[src/rtl/charger_defs.svh]
// Offsets, field positions, reset values and timing counts of the charger supervisor
// Assumes inclusion by bare name from every design file that needs them
`ifndef CHARGER_DEFS_SVH
`define CHARGER_DEFS_SVH
// ----------------------------------------
// Register offsets (byte addresses)
// ----------------------------------------
`define OFS_CTRL 12'h000
`define OFS_STATUS 12'h004
`define OFS_EFFECT 12'h008
// ----------------------------------------
// Control register fields
// ----------------------------------------
`define CTRL_CODE_LSB 0
`define CTRL_CODE_MSB 3
`define CTRL_SUSPEND 4
`define CTRL_RANGE 5
`define CTRL_DROOP_MASK 6
`define CTRL_HOT_CV_DIS 7
`define CTRL_COLD_CV_DIS 8
`define CTRL_HOT_CC_DIS 9
`define CTRL_COLD_CC_DIS 10
`define CTRL_RESET 11'h004
// ----------------------------------------
// Status register fields
// ----------------------------------------
`define ST_IRQ 0
`define ST_BATTERY_ABSENT 1
`define ST_INPUT_POWER_OK 2
`define ST_EOC 3
`define ST_THR 4
`define ST_SAFE 5
`define ST_CHGRUN 6
`define ST_DROOP 7
`define ST_METER_LSB 8
`define ST_METER_MSB 10
// ----------------------------------------
// Thermistor ratios in percent of bias
// ----------------------------------------
`define PCT_BATTERY_ABSENT 7'h5A
`define PCT_COLD_HI 7'h4A
`define PCT_COLD_LO 7'h3C
`define PCT_HOT 7'h1C
`define PCT_FULL_LO_L 7'h20
`define PCT_FULL_HI_L 7'h34
`define PCT_FULL_LO_H 7'h23
`define PCT_FULL_HI_H 7'h40
// ----------------------------------------
// Timing
// ----------------------------------------
`define CLK_PERIOD_NS 8
`define MS_TICK_NS 1000000
`define MS_TICK_CYCLES (`MS_TICK_NS / `CLK_PERIOD_NS)
`define DEGLITCH_MS 10'h028
`define WAKE_MS 10'h046
`define FLASH_FAULT_MS 10'h07D
`define FLASH_TEMP_MS 10'h3E8
`define CODE_MAX 4'hB
`define FAULT_BUDGET 32'h0112A880
`endif

[src/rtl/charger_pkg.sv]
// Types shared by the charger supervisor files
// Assumes nothing beyond a SystemVerilog compiler
`default_nettype none
package charger_pkg;
  typedef struct packed {
    logic psel;
    logic penable;
    logic pwrite;
    logic [11:0] paddr;
    logic [31:0] pwdata;
  } apb_req_type;
  typedef struct packed {
    logic pready;
    logic pslverr;
    logic [31:0] prdata;
  } apb_rsp_type;
  typedef enum logic [2:0] {
    BAND_OUT = 3'b000,
    BAND_COOL = 3'b001,
    BAND_FULL = 3'b010,
    BAND_WARM = 3'b011
  } ts_band_type;
endpackage : charger_pkg
`default_nettype wire

[src/rtl/charger_supervisor.sv]
// Charger status, interrupt, wake pulse, fault timer and thermistor control
// Assumes comparator levels synchronous to i_clk and an APB master on the bus
// Summary of operation
// - Writing zero to the interrupt flag releases the interrupt pin high.
// - With the droop mask set, droop changes do not raise the interrupt.
// - Unit enabled and thermistor above 90% of bias sets battery-absent and flag.
// - Power-good sets above battery plus upper offset, clears below lower offset, on undervoltage or overvoltage.
// - End-of-charge reads one when done or recharging; setting it raises the flag.
// - A plug-in held 40 ms gives one 70 ms high wake pulse.
// - No new wake pulses while enabled; a running pulse completes.
// - Suspend bit set puts the charger in suspend, indicator released.
// - Current code maps 0.1 A steps up to 1.2 A; default 0.5 A.
// - Fast charge past fault time flashes indicator at 4 Hz, trickle current.
// - Replug, enable toggle, suspend change, battery removal or overvoltage clear fault.
// - Fault time scales inversely with charge current, halving current doubles it.
// - Voltage target changes in cool and warm bands unless disabled per side.
// - Current level changes in cool and warm bands unless disabled per side.
// - Thermistor out of range suspends charging and freezes the safety timer.
// - Temperature suspension flashes the indicator at 0.5 Hz.
// - Thermistor bias on while charging or while the unit is enabled.
// - Range select picks thresholds for 100 kilohm or 10 kilohm thermistors.
// - Full-current band lies between 32%/52% or 35%/64% of bias.
// - Any toggle of the listed status bits, except charge-running rising and masked droop changes, sets the interrupt flag.
// - The interrupt pin is open drain, driven from the interrupt flag.
//
// Added by the designer: register access over APB and the placing of the registers.
`default_nettype none
`include "charger_defs.svh"
module charger_supervisor #(
  parameter int MS_CYCLES = `MS_TICK_CYCLES,
  parameter logic [31:0] FAULT_BUDGET = `FAULT_BUDGET
) (
  // Clock and reset
  input wire logic i_clk,
  input wire logic i_rst,
  // Register bus
  input wire charger_pkg::apb_req_type i_apb,
  output charger_pkg::apb_rsp_type o_apb,
  // Supply and battery levels
  input wire logic i_pmu_en,
  input wire logic i_vin_uvlo,
  input wire logic i_vin_above_os_h,
  input wire logic i_vin_above_os_l,
  input wire logic i_vin_ovp,
  input wire logic i_vin_plug,
  input wire logic i_bat_plug,
  input wire logic [6:0] i_ts_ratio,
  // Charger core levels
  input wire logic i_charging,
  input wire logic i_fast_phase,
  input wire logic i_charge_done,
  input wire logic i_recharge,
  input wire logic i_thermal_reg,
  input wire logic i_input_droop_limit,
  // Pins
  output logic o_irq_o,
  output logic o_irq_oe,
  output logic o_chg_o,
  output logic o_chg_oe,
  output logic o_wake,
  output logic o_bias_en,
  // Charger core controls
  output logic [3:0] o_cc_code,
  output logic o_cc_halve,
  output logic o_cv_reduce,
  output logic o_charge_en,
  output logic o_trickle
);
  import charger_pkg::*;
  localparam int ACCESS_WAIT = 2;
  // ----------------------------------------
  // Millisecond tick
  // ----------------------------------------
  logic [19:0] div_q;
  logic tick_q;
  wire div_end = (div_q == 20'(MS_CYCLES - 1));
  always_ff @(posedge i_clk) begin
    if (i_rst) begin
      div_q <= 20'h00000;
      tick_q <= 1'b0;
    end else begin
      div_q <= div_end ? 20'h00000 : div_q + 20'h00001;
      tick_q <= div_end;
    end
  end
  // ----------------------------------------
  // Register bus slave
  // ----------------------------------------
  logic [10:0] ctrl_q;
  logic irq_q;
  logic battery_absent_q, input_power_ok_q, eoc_q, fault_q, droop_q, thr_q, chgrun_q;
  ts_band_type band_q;
  wire setup = i_apb.psel && !i_apb.penable && !o_apb.pready;
  wire wr_done = i_apb.psel && i_apb.penable && o_apb.pready && i_apb.pwrite;
  wire hit_ctrl = (i_apb.paddr == `OFS_CTRL);
  wire hit_status = (i_apb.paddr == `OFS_STATUS);
  wire hit_effect = (i_apb.paddr == `OFS_EFFECT);
  wire wr_ctrl = wr_done && hit_ctrl;
  wire irq_clear = wr_done && hit_status && !i_apb.pwdata[`ST_IRQ];
  wire [10:0] status_word = {band_q, droop_q, chgrun_q, fault_q, thr_q, eoc_q, input_power_ok_q,
                             battery_absent_q, irq_q};
  wire [31:0] effect_word = {25'h0000000, o_charge_en, o_cv_reduce, o_cc_halve, o_cc_code};
  wire [31:0] rd_mux = hit_ctrl ? {21'h000000, ctrl_q} :
                       hit_status ? {21'h000000, status_word} :
                       hit_effect ? effect_word : 32'h00000000;
  always_ff @(posedge i_clk) begin
    if (i_rst) begin
      o_apb <= '0;
    end else begin
      o_apb.pready <= setup;
      o_apb.pslverr <= setup && !(hit_ctrl || hit_status || hit_effect);
      o_apb.prdata <= setup ? rd_mux : 32'h00000000;
    end
  end
  always_ff @(posedge i_clk) begin
    if (i_rst) begin
      ctrl_q <= `CTRL_RESET;
    end else if (wr_ctrl) begin
      ctrl_q <= i_apb.pwdata[10:0];
    end
  end
  wire suspend = ctrl_q[`CTRL_SUSPEND];
  wire range_hi = ctrl_q[`CTRL_RANGE];
  wire [3:0] code = ctrl_q[`CTRL_CODE_MSB:`CTRL_CODE_LSB];
  // ----------------------------------------
  // Thermistor bands
  // ----------------------------------------
  wire [6:0] cold_th = range_hi ? `PCT_COLD_HI : `PCT_COLD_LO;
  wire [6:0] full_lo = range_hi ? `PCT_FULL_LO_H : `PCT_FULL_LO_L;
  wire [6:0] full_hi = range_hi ? `PCT_FULL_HI_H : `PCT_FULL_HI_L;
  wire battery_absent_d = i_pmu_en && (i_ts_ratio > `PCT_BATTERY_ABSENT);
  wire ts_ok = (i_ts_ratio < cold_th) && (i_ts_ratio > `PCT_HOT) && !battery_absent_d;
  wire ts_cool = ts_ok && (i_ts_ratio > full_hi);
  wire ts_warm = ts_ok && (i_ts_ratio < full_lo);
  wire ts_band_en = o_bias_en && ts_ok;
  ts_band_type band_d;
  assign band_d = !ts_band_en ? BAND_OUT : ts_cool ? BAND_COOL : ts_warm ? BAND_WARM : BAND_FULL;
  wire halve = (ts_cool && !ctrl_q[`CTRL_COLD_CC_DIS]) ||
               (ts_warm && !ctrl_q[`CTRL_HOT_CC_DIS]);
  wire cv_red = (ts_cool && !ctrl_q[`CTRL_COLD_CV_DIS]) ||
                (ts_warm && !ctrl_q[`CTRL_HOT_CV_DIS]);
  // ----------------------------------------
  // Status bits
  // ----------------------------------------
  wire input_power_ok_set = !i_vin_uvlo && !i_vin_ovp && i_vin_above_os_h;
  wire input_power_ok_clr = i_vin_uvlo || i_vin_ovp || !i_vin_above_os_l;
  wire input_power_ok_d = input_power_ok_set || (input_power_ok_q && !input_power_ok_clr);
  wire eoc_d = i_charge_done || i_recharge;
  wire chgrun_d = o_charge_en;
  always_ff @(posedge i_clk) begin
    if (i_rst) begin
      battery_absent_q <= 1'b0;
      input_power_ok_q <= 1'b0;
      eoc_q <= 1'b0;
      thr_q <= 1'b0;
      droop_q <= 1'b0;
      chgrun_q <= 1'b0;
      band_q <= BAND_OUT;
    end else begin
      battery_absent_q <= battery_absent_d;
      input_power_ok_q <= input_power_ok_d;
      eoc_q <= eoc_d;
      thr_q <= i_thermal_reg;
      droop_q <= i_input_droop_limit;
      chgrun_q <= chgrun_d;
      band_q <= band_d;
    end
  end
  // ----------------------------------------
  // Interrupt flag and pin
  // ----------------------------------------
  wire [6:0] cur_bits = {input_power_ok_q, eoc_q, thr_q, fault_q, battery_absent_q, chgrun_q, droop_q};
  logic [6:0] prev_q;
  ts_band_type band_prev_q;
  wire [6:0] toggled = cur_bits ^ prev_q;
  wire droop_ev = toggled[0] && !ctrl_q[`CTRL_DROOP_MASK];
  wire chgrun_ev = prev_q[1] && !chgrun_q;
  wire irq_event = (|toggled[6:2]) || chgrun_ev || droop_ev || (band_q != band_prev_q);
  always_ff @(posedge i_clk) begin
    if (i_rst) begin
      prev_q <= 7'h00;
      band_prev_q <= BAND_OUT;
      irq_q <= 1'b0;
    end else begin
      prev_q <= cur_bits;
      band_prev_q <= band_q;
      if (irq_event) begin
        irq_q <= 1'b1;
      end else if (irq_clear) begin
        irq_q <= 1'b0;
      end
    end
  end
  assign o_irq_o = 1'b0;
  assign o_irq_oe = irq_q;
  // ----------------------------------------
  // Wake pulse
  // ----------------------------------------
  wire plug = i_vin_plug || i_bat_plug;
  logic armed_q, wake_q, deg_hit, width_hit;
  tick_counter #(.W(10)) u_deglitch (
    .i_clk(i_clk),
    .i_rst(i_rst),
    .i_clr(!plug),
    .i_tick(tick_q),
    .i_limit(`DEGLITCH_MS),
    .o_hit(deg_hit)
  );
  tick_counter #(.W(10)) u_width (
    .i_clk(i_clk),
    .i_rst(i_rst),
    .i_clr(!wake_q),
    .i_tick(tick_q),
    .i_limit(`WAKE_MS),
    .o_hit(width_hit)
  );
  always_ff @(posedge i_clk) begin
    if (i_rst) begin
      armed_q <= 1'b1;
      wake_q <= 1'b0;
    end else begin
      armed_q <= !plug || (armed_q && !deg_hit);
      if (wake_q) begin
        wake_q <= !width_hit;
      end else begin
        wake_q <= plug && deg_hit && armed_q && !i_pmu_en;
      end
    end
  end
  assign o_wake = wake_q;
  // ----------------------------------------
  // Fault timer
  // ----------------------------------------
  logic [31:0] acc_q;
  logic en_prev_q, susp_prev_q, vin_prev_q, ovp_prev_q, battery_absent_prev_q;
  wire fault_release = (i_vin_plug && !vin_prev_q) || (i_pmu_en != en_prev_q) ||
                       (suspend != susp_prev_q) || (battery_absent_q && !battery_absent_prev_q) ||
                       (i_vin_ovp && !ovp_prev_q);
  wire [4:0] code_units = {1'b0, o_cc_code} + 5'h01;
  wire [31:0] step = halve ? {27'h0000000, code_units} : {26'h0000000, code_units, 1'b0};
  wire timing = i_fast_phase && o_charge_en && ts_ok;
  always_ff @(posedge i_clk) begin
    if (i_rst) begin
      en_prev_q <= 1'b0;
      susp_prev_q <= 1'b0;
      vin_prev_q <= 1'b0;
      ovp_prev_q <= 1'b0;
      battery_absent_prev_q <= 1'b0;
    end else begin
      en_prev_q <= i_pmu_en;
      susp_prev_q <= suspend;
      vin_prev_q <= i_vin_plug;
      ovp_prev_q <= i_vin_ovp;
      battery_absent_prev_q <= battery_absent_q;
    end
  end
  always_ff @(posedge i_clk) begin
    if (i_rst || fault_release) begin
      acc_q <= 32'h00000000;
      fault_q <= 1'b0;
    end else if (tick_q && timing) begin
      acc_q <= acc_q + step;
      fault_q <= (acc_q + step) >= FAULT_BUDGET;
    end
  end
  // ----------------------------------------
  // Charge control outputs
  // ----------------------------------------
  wire run = i_charging && !suspend && !fault_q && ts_ok;
  always_ff @(posedge i_clk) begin
    if (i_rst) begin
      o_cc_code <= 4'h4;
      o_cc_halve <= 1'b0;
      o_cv_reduce <= 1'b0;
      o_charge_en <= 1'b0;
      o_trickle <= 1'b0;
      o_bias_en <= 1'b0;
    end else begin
      o_cc_code <= (code > `CODE_MAX) ? `CODE_MAX : code;
      o_cc_halve <= halve;
      o_cv_reduce <= cv_red;
      o_charge_en <= run;
      o_trickle <= fault_q;
      o_bias_en <= i_charging || i_pmu_en;
    end
  end
  // ----------------------------------------
  // Charge indicator
  // ----------------------------------------
  wire temp_susp = i_charging && !ts_ok && !fault_q && !suspend;
  wire flashing = !suspend && (fault_q || temp_susp);
  logic blink_q, flash_hit;
  tick_counter #(.W(10)) u_flash (
    .i_clk(i_clk),
    .i_rst(i_rst),
    .i_clr(flash_hit || !flashing),
    .i_tick(tick_q),
    .i_limit(fault_q ? `FLASH_FAULT_MS : `FLASH_TEMP_MS),
    .o_hit(flash_hit)
  );
  always_ff @(posedge i_clk) begin
    if (i_rst) begin
      blink_q <= 1'b0;
      o_chg_oe <= 1'b0;
    end else begin
      blink_q <= flashing && (blink_q ^ flash_hit);
      if (suspend) begin
        o_chg_oe <= 1'b0;
      end else if (flashing) begin
        o_chg_oe <= blink_q;
      end else begin
        o_chg_oe <= i_charging && !eoc_q;
      end
    end
  end
  assign o_chg_o = 1'b0;
  // ----------------------------------------
  // Checks
  // ----------------------------------------
  logic [6:0] wake_ms_q;
  always_ff @(posedge i_clk) begin
    if (i_rst || !o_wake) begin
      wake_ms_q <= 7'h00;
    end else if (tick_q) begin
      wake_ms_q <= wake_ms_q + 7'h01;
    end
  end
  irq_release_a: assert property (@(posedge i_clk) disable iff (i_rst)
    irq_clear && !irq_event |=> !o_irq_oe) else $error("interrupt pin not released");
  droop_mask_a: assert property (@(posedge i_clk) disable iff (i_rst)
    !irq_q && ctrl_q[`CTRL_DROOP_MASK] && toggled == 7'h01 && band_q == band_prev_q
    |=> !irq_q) else $error("masked droop raised interrupt");
  battery_absent_flag_a: assert property (@(posedge i_clk) disable iff (i_rst)
    $rose(battery_absent_q) |=> irq_q) else $error("battery absent did not raise flag");
  input_power_ok_range_a: assert property (@(posedge i_clk) disable iff (i_rst)
    i_vin_ovp || i_vin_uvlo |=> !input_power_ok_q) else $error("power good under fault");
  eoc_flag_a: assert property (@(posedge i_clk) disable iff (i_rst)
    $rose(eoc_q) |=> irq_q) else $error("end of charge did not raise flag");
  wake_width_a: assert property (@(posedge i_clk) disable iff (i_rst)
    $fell(o_wake) |-> $past(wake_ms_q) == 7'h46) else $error("wake pulse width wrong");
  wake_mask_a: assert property (@(posedge i_clk) disable iff (i_rst)
    $rose(o_wake) |-> !$past(i_pmu_en)) else $error("wake pulse while enabled");
  suspend_chg_a: assert property (@(posedge i_clk) disable iff (i_rst)
    suspend |=> !o_chg_oe && !o_charge_en) else $error("indicator driven in suspend");
  code_clamp_a: assert property (@(posedge i_clk) disable iff (i_rst)
    o_cc_code <= `CODE_MAX) else $error("current code above limit");
  bias_en_a: assert property (@(posedge i_clk) disable iff (i_rst)
    i_pmu_en |=> o_bias_en) else $error("bias off while enabled");
  bus_ready_a: assert property (@(posedge i_clk) disable iff (i_rst)
    setup |-> ##[1:ACCESS_WAIT] o_apb.pready) else $error("bus answer late");
  wake_seen_c: cover property (@(posedge i_clk) disable iff (i_rst) $fell(o_wake));
  fault_seen_c: cover property (@(posedge i_clk) disable iff (i_rst) $rose(fault_q));
  irq_clear_c: cover property (@(posedge i_clk) disable iff (i_rst) irq_q ##1 !irq_q);
endmodule : charger_supervisor
`default_nettype wire

[src/rtl/tick_counter.sv]
// Saturating counter of enable ticks with a run-time limit
// Assumes a synchronous active-high reset and a one-cycle tick enable
`default_nettype none
module tick_counter #(
  parameter int W = 10
) (
  // Clock and reset
  input wire logic i_clk,
  input wire logic i_rst,
  // Control
  input wire logic i_clr,
  input wire logic i_tick,
  input wire logic [W-1:0] i_limit,
  // Result
  output logic o_hit
);
  logic [W-1:0] count_q;
  assign o_hit = (count_q == i_limit);
  always_ff @(posedge i_clk) begin
    if (i_rst || i_clr) begin
      count_q <= '0;
    end else if (i_tick && !o_hit) begin
      count_q <= count_q + 1'b1;
    end
  end
endmodule : tick_counter
`default_nettype wire

[config.mk]
export PLATFORM = sky130hd
export DESIGN_NAME = charger_supervisor
export DESIGN_NICKNAME = d
export VERILOG_FILES = /design/src/rtl/charger_pkg.sv /design/src/rtl/charger_supervisor.sv /design/src/rtl/tick_counter.sv
export VERILOG_INCLUDE_DIRS = /design/src /design/src/rtl
export SDC_FILE = /design/constraint.sdc
export NUM_CORES = 1
export LEC_CHECK = 0
export CORE_MARGIN = 1.5
export CORE_UTILIZATION = 41
export DETAILED_ROUTE_END_ITERATION = 16
export DONT_BUFFER_PORTS = 1
export HOLD_SLACK_MARGIN = 0.08
export PLACE_DENSITY = 0.51
export SETUP_SLACK_MARGIN = 0.4
export SLEW_MARGIN = 20
export SYNTH_ARGS = -nofsm -noshare
export SYNTH_HDL_FRONTEND = slang
export SYNTH_SLANG_ARGS = --single-unit
[constraint.sdc]
create_clock -name i_clk -period 12.12 [get_ports i_clk]
set_clock_uncertainty 0.1 [all_clocks]
set_input_delay 3.03 -clock i_clk [delete_from_list [all_inputs] [get_ports i_clk]]
set_output_delay 3.03 -clock i_clk [all_outputs]
set_load 0.03 [all_outputs]
After elaboration in Yosys (flattened, before gate mapping)
Index checks and enable logic that the tools add are counted.
Storage, ports and cells
  input bits: 69
  logic and storage cells: 187
  output and inout port bits: 48
  register bits after elaboration: 167
Operators by class
  equal/unequal tests: 9
  bitwise operators: 4
  multiplexer cells: 15
  reductions and logical operators: 108
  magnitude comparators: 7
  $add $sub $neg: 6
Operators by type and width (count)
  logical AND 1 bit: 46
  adder 32 x 6 -> 32 bit: 1
  >= comparator 32 x 25 -> 1 bit (second input constant): 1
  adder 10 x 1 -> 10 bit (second input constant): 3
  logical NOT 1 bit: 29
  logical OR 1 bit: 24
  two-way mux 11 bit: 2
  two-way mux 7 bit: 3
  adder 20 x 1 -> 20 bit (second input constant): 1
  equality test 20 x 17 -> 1 bit (second input constant): 1
  equality test 12 x 3 -> 1 bit (second input constant): 1
  equality test 12 x 4 -> 1 bit (second input constant): 1
  logical NOT 12 bit: 1
  equality test 10 bit: 1
  equality test 10 x 6 -> 1 bit (second input constant): 1
  equality test 10 x 7 -> 1 bit (second input constant): 1
  two-way mux 10 bit: 1
  OR reduction 2 bit: 4
  greater-than comparator 7 x 5 -> 1 bit (second input constant): 1
  greater-than comparator 7 bit: 1
  greater-than comparator 7 bit (second input constant): 1
  less-than comparator 7 x 6 -> 1 bit: 1
  less-than comparator 7 bit: 1
  bitwise XOR 7 bit: 1
  other kinds (14): 21

Logic depth before layout (Yosys ltp)
  word-level depth: 13
  gate-level depth with buffers: 21
  gate-level depth less buffers: 19

Cells and area by module
Synthesis repeated with hierarchy kept, for this count alone.
Unflattened totals
  cell total of the unflattened synthesis: 863
  area total of the unflattened synthesis: 7357.1 µm²
By module, submodules not included
  charger_supervisor: cells an instance 647, area each 5547.8 µm², seq. area each 2242.2 µm², instances 1
  tick_counter: cells an instance 72, area each 603.1 µm², seq. area each 200.2 µm², instances 3

Worst setup path before layout
Ideal clock, no wire load.
  path type: in2reg
  from: input i_ts_ratio[2]
  to: register fault_q
  stages: 19
  arrival time: 6817 ps
  library setup time: 127 ps
  buffers on the path: 2
  data required time: 11893 ps
  path slack: 5076 ps
  path through: inv_1 -> ha_1 -> nor2b_1 -> o21ai_0 -> o21ai_1 -> or3_1 -> clkbuf_1 -> o32a_1 -> buf_2 -> a32o_1 -> ha_1 -> a211oi_1 -> o21ai_1 -> nor3b_2 -> and3_1 -> or3_1 -> a211oi_1 -> a31o_1 -> nand4_1
Between the ends
  cells in the longest elaborated chain, start to end: 10
  elaborated cells on any way between the ends: 19
  those cells by class: 1 x add/sub; 6 x order compare; 1 x mux; 11 x reduce/logical
RTL lines
  start, declared: line charger_supervisor.sv:47  | input wire logic [6:0] i_ts_ratio,
  greater-than comparator 7 bit (no source line)
  logical AND 1 bit: line charger_supervisor.sv:131  | wire battery_absent_d = i_pmu_en && (i_ts_ratio > `PCT_BATTERY_ABSENT);
  logical NOT 1 bit: line charger_supervisor.sv:132  | wire ts_ok = (i_ts_ratio < cold_th) && (i_ts_ratio > `PCT_HOT) && !battery_absent_d;
  logical AND 1 bit: line charger_supervisor.sv:132
  logical AND 1 bit (on tied branches): line charger_supervisor.sv:133, charger_supervisor.sv:134
  logical AND 1 bit (on tied branches): line charger_supervisor.sv:138, charger_supervisor.sv:139
  logical OR 1 bit: line charger_supervisor.sv:138  | wire halve = (ts_cool && !ctrl_q[`CTRL_COLD_CC_DIS]) ||
  two-way mux 6 bit: line charger_supervisor.sv:240  | wire [31:0] step = halve ? {27'h0000000, code_units} : {26'h0000000, code_units, 1'b0};
  adder 32 x 6 -> 32 bit: line charger_supervisor.sv:263  | fault_q <= (acc_q + step) >= FAULT_BUDGET;
  >= comparator 32 x 25 -> 1 bit: line charger_supervisor.sv:263
  end signal, assigned: line charger_supervisor.sv:260  | fault_q <= 1'b0;
  end signal, assigned: line charger_supervisor.sv:263
  end, declared: line charger_supervisor.sv:91  | logic battery_absent_q, input_power_ok_q, eoc_q, fault_q, droop_q, thr_q, chgrun_q;
Parallel ways exist; a longest one is shown, timed or not.
A chain may end at the register's enable or synchronous reset.

Worst setup path in the final report
Ends and elaborated chain as after synthesis.

==> impl_metrics.toml <==
[run_status]
status = "complete, no violations"

[synthesis]
async_flop_share = 0
synth-simple-area-share = 0.268
synth_area_per_cell_sq_um = 8.51
synth_enable_flop_cells = 0
mappedNetlistArea_sq_um = 6970
post-synth-top-area-cell = "dfxtp_1"
synth_compound_area_frac = 0.0901
synthMuxAreaShare = 0.0217
synth_area_leaders = "dfxtp_1, nor2_1, xor2_1"
ys_seq_elements = 142
netlist_instances = 819
synthFlopType = "dfxtp_1"
synth_top_family_by_area = "simple AND/OR/NAND/NOR gates"
synth-xor-area-share = 0.116
yosysSeqAreaShare = 0.408
synthAdderAreaFrac = 0.0406
synth_cell_types = 65
yosysWarnings = 0
synth_top_area_frac = 0.408

[grt]
grt_pass1_vias = 5281
met2_usage = 0.301
grt_max_degree = 46
antenna_found_initial = 0
gr-total-overflow = 0
met1_usage = 0.226
use_met3 = 0.0502
grt_pass1_wl_mm = 25.7
busiest_layer = "met2"
grt_usage = 0.181

[clock_tree]
cts_tree = "built"
post-cts-setup-buffers = 0
cts.sinks = 142
numCtsBuffers = 17
ctsResizeCount = 0
clockBufferDepth = 2
h-tree-depth = 4
insertion_delay_ns = 0.42
hold_buffers = 0
cts-root-buf = "clkbuf_16"
path_clk_slew_ns = 0.06

[pwr]
p_switching_mw = 0.228
pwr-share-clk = 0.493
vdd_ir_drop_max_mv = 0.106
intPower_mw = 0.787
power.density_nw_per_um2 = 132
combPwrFrac = 0.035
swShare = 0.225
seqPwrFrac = 0.472
p_leak_nw = 2.73

[detailed_routing]
wl_per_cell_um = 14.6
drtPass1Iterations = 6
remaining_drc_errors = 0
drt_iter0_drc = 210
drtAntennaViolNets = 0
vias = 5357
avgViaCountPerCell = 5.14
drt_wl_total_mm = 15.2

[timing]
fin_setup_tns_ns = 0
finalCritPeriodShare = 0.596
rsz0062_at_grt = "no"
slew_violations = 0
setup_viol = 0
tightest_slew_ns = 0.963
fmax_mhz = 138
hold_viol = 0
slew-limit-headroom = 0.358
worst_slack_ns = 4.89
whs_ns = 0.346
fin_crit_ns = 7.23

[die]
rows = 47
core_sq_um = 16600
start_util = 0.420
die_y_um = 133
die_w_um = 133
die_area_sq_um = 17800
ios = 117

[cells_and_area]
syn2layout_area_growth_pct = 9.98
layout_common_cells = "dfxtp_1, nor2_1, nand2_1"
final_common_cell = "dfxtp_1"
n_antenna_cell = 0
fillers = 1659
drive_gt1_frac = 0.0608
fin_nets = 901

[setup_path]
crit_fanout = 14
end_kind = "flop"
required_ns = 12.31
crit_path_start_kind = "primary input"
crit_type = "in2reg"
worstPathArrival_ns = 7.42

[flow_run]
drv_cap = 0

[place]
port-buffer-count = 0
hpwl_mm = 10.9
place_ws_ns = 4.46
gp_congestion = 0.807

[min_path]
min_path_type = "reg2reg"
## registers in the layout (all words and copies together), names as in the netlist, 2 cells and up
register and cells:
u_flash.count_q 10, ctrl_q 11, acc_q 32, band_prev_q 2, u_width.count_q 10, o_cc_code 4
u_deglitch.count_q 10, prev_q 7, band_q 2, div_q 20, o_apb 13
## cell type report
class | instances | area, sq um | area share
clock buffers | 24 | 492 | 0.0642
multi-input cells | 621 | 3850 | 0.502
clock inverters | 8 | 81.3 | 0.0106
inverters | 23 | 86.3 | 0.0113
well taps | 220 | 275 | 0.0359
repair buffers | 5 | 37.5 | 0.00490
flip-flops and latches | 142 | 2840 | 0.371
## final timing paths
path                 start      end  slack (ns)  depth (start not counted)
max          i_ts_ratio[2]  fault_q        4.89                         19
min                armed_q  armed_q        0.35                          1
max reg2reg      ctrl_q[5]  fault_q        6.82                         19
min reg2reg        armed_q  armed_q        0.35                          1
## synth_stat cells, types with 3 or more instances
master,count
a211oi_1,9
a21o_1,5
a21oi_1,25
a222oi_1,6
a22oi_1,3
a31oi_1,3
and2_1,9
and3_1,18
and4_1,7
buf_2,6
buf_4,23
clkbuf_1,26
dfxtp_1,142
ha_1,21
inv_1,22
mux2i_1,14
nand2_1,65
nand2b_1,3
nand3_1,37
nand4_1,15
nor2_1,131
nor2b_1,17
nor3_1,18
nor3b_1,4
nor4_1,15
nor4b_1,5
o21ai_0,19
o21ai_1,4
o22ai_1,3
o31ai_1,3
or3_1,10
or4_1,3
xnor2_1,40
xor2_1,52
## power by group through the flow
stage          Clock (mW)  Combinational, mW  Sequential (mW)
3_3_place_gp            0             0.0356            0.489
4_1_cts             0.516             0.0364            0.478
6_report            0.500             0.0360            0.478
3_5_place_dp            0             0.0362            0.489
2_1_floorplan           0             0.0376            0.487
5_1_grt             0.539             0.0403            0.479
## per-stage QoR
step	instance area [sq um]	instances	utilization	power [mW]
after floorplan	7050	841	-	0.525
after global placement	7080	1011	0.427	0.524
after detailed placement	7090	1011	0.427	0.525
after CTS	7660	1043	0.462	1.03
after global routing	7660	1043	0.462	1.06
final	7660	1043	0.462	1.01
## per-layer routing
layer | up-vias | share of wire
li1 | 2755 | -
met1 | 2500 | 0.48
met2 | 85 | 0.46
met3 | 17 | 0.042
met4 | 0 | 0.013
met5 | - | 0
## critical path, stage by stage
cell      delay, ns
inv_1          0.02
ha_1           0.29
nor2b_1        0.13
o21ai_0        0.15
o21ai_1        0.12
or3_1          0.51
o32a_1         0.56
mux2_1         0.39
o21ai_1        0.12
a21oi_1        0.07
ha_1           0.38
o211ai_1       0.15
o21ai_1        0.28
nor3b_2        0.38
and3_1         0.22
nand3_1        0.07
a211oi_1       0.25
a31o_1         0.20
nand4_1        0.09
## kinds of logic (layout without fill, tap and decap cells)
logic type | Yosys count | after routing
and+or+nand+nor | 373 | 373
DFF | 142 | 142
AOI/OAI and AO/OA | 96 | 96
xor gates and xnor gates | 92 | 92
buffers and inverters | 78 | 60
adders and majority gates | 22 | 22
muxes | 15 | 15
other | 1 | 23
Power figures use the tool's default switching activity.
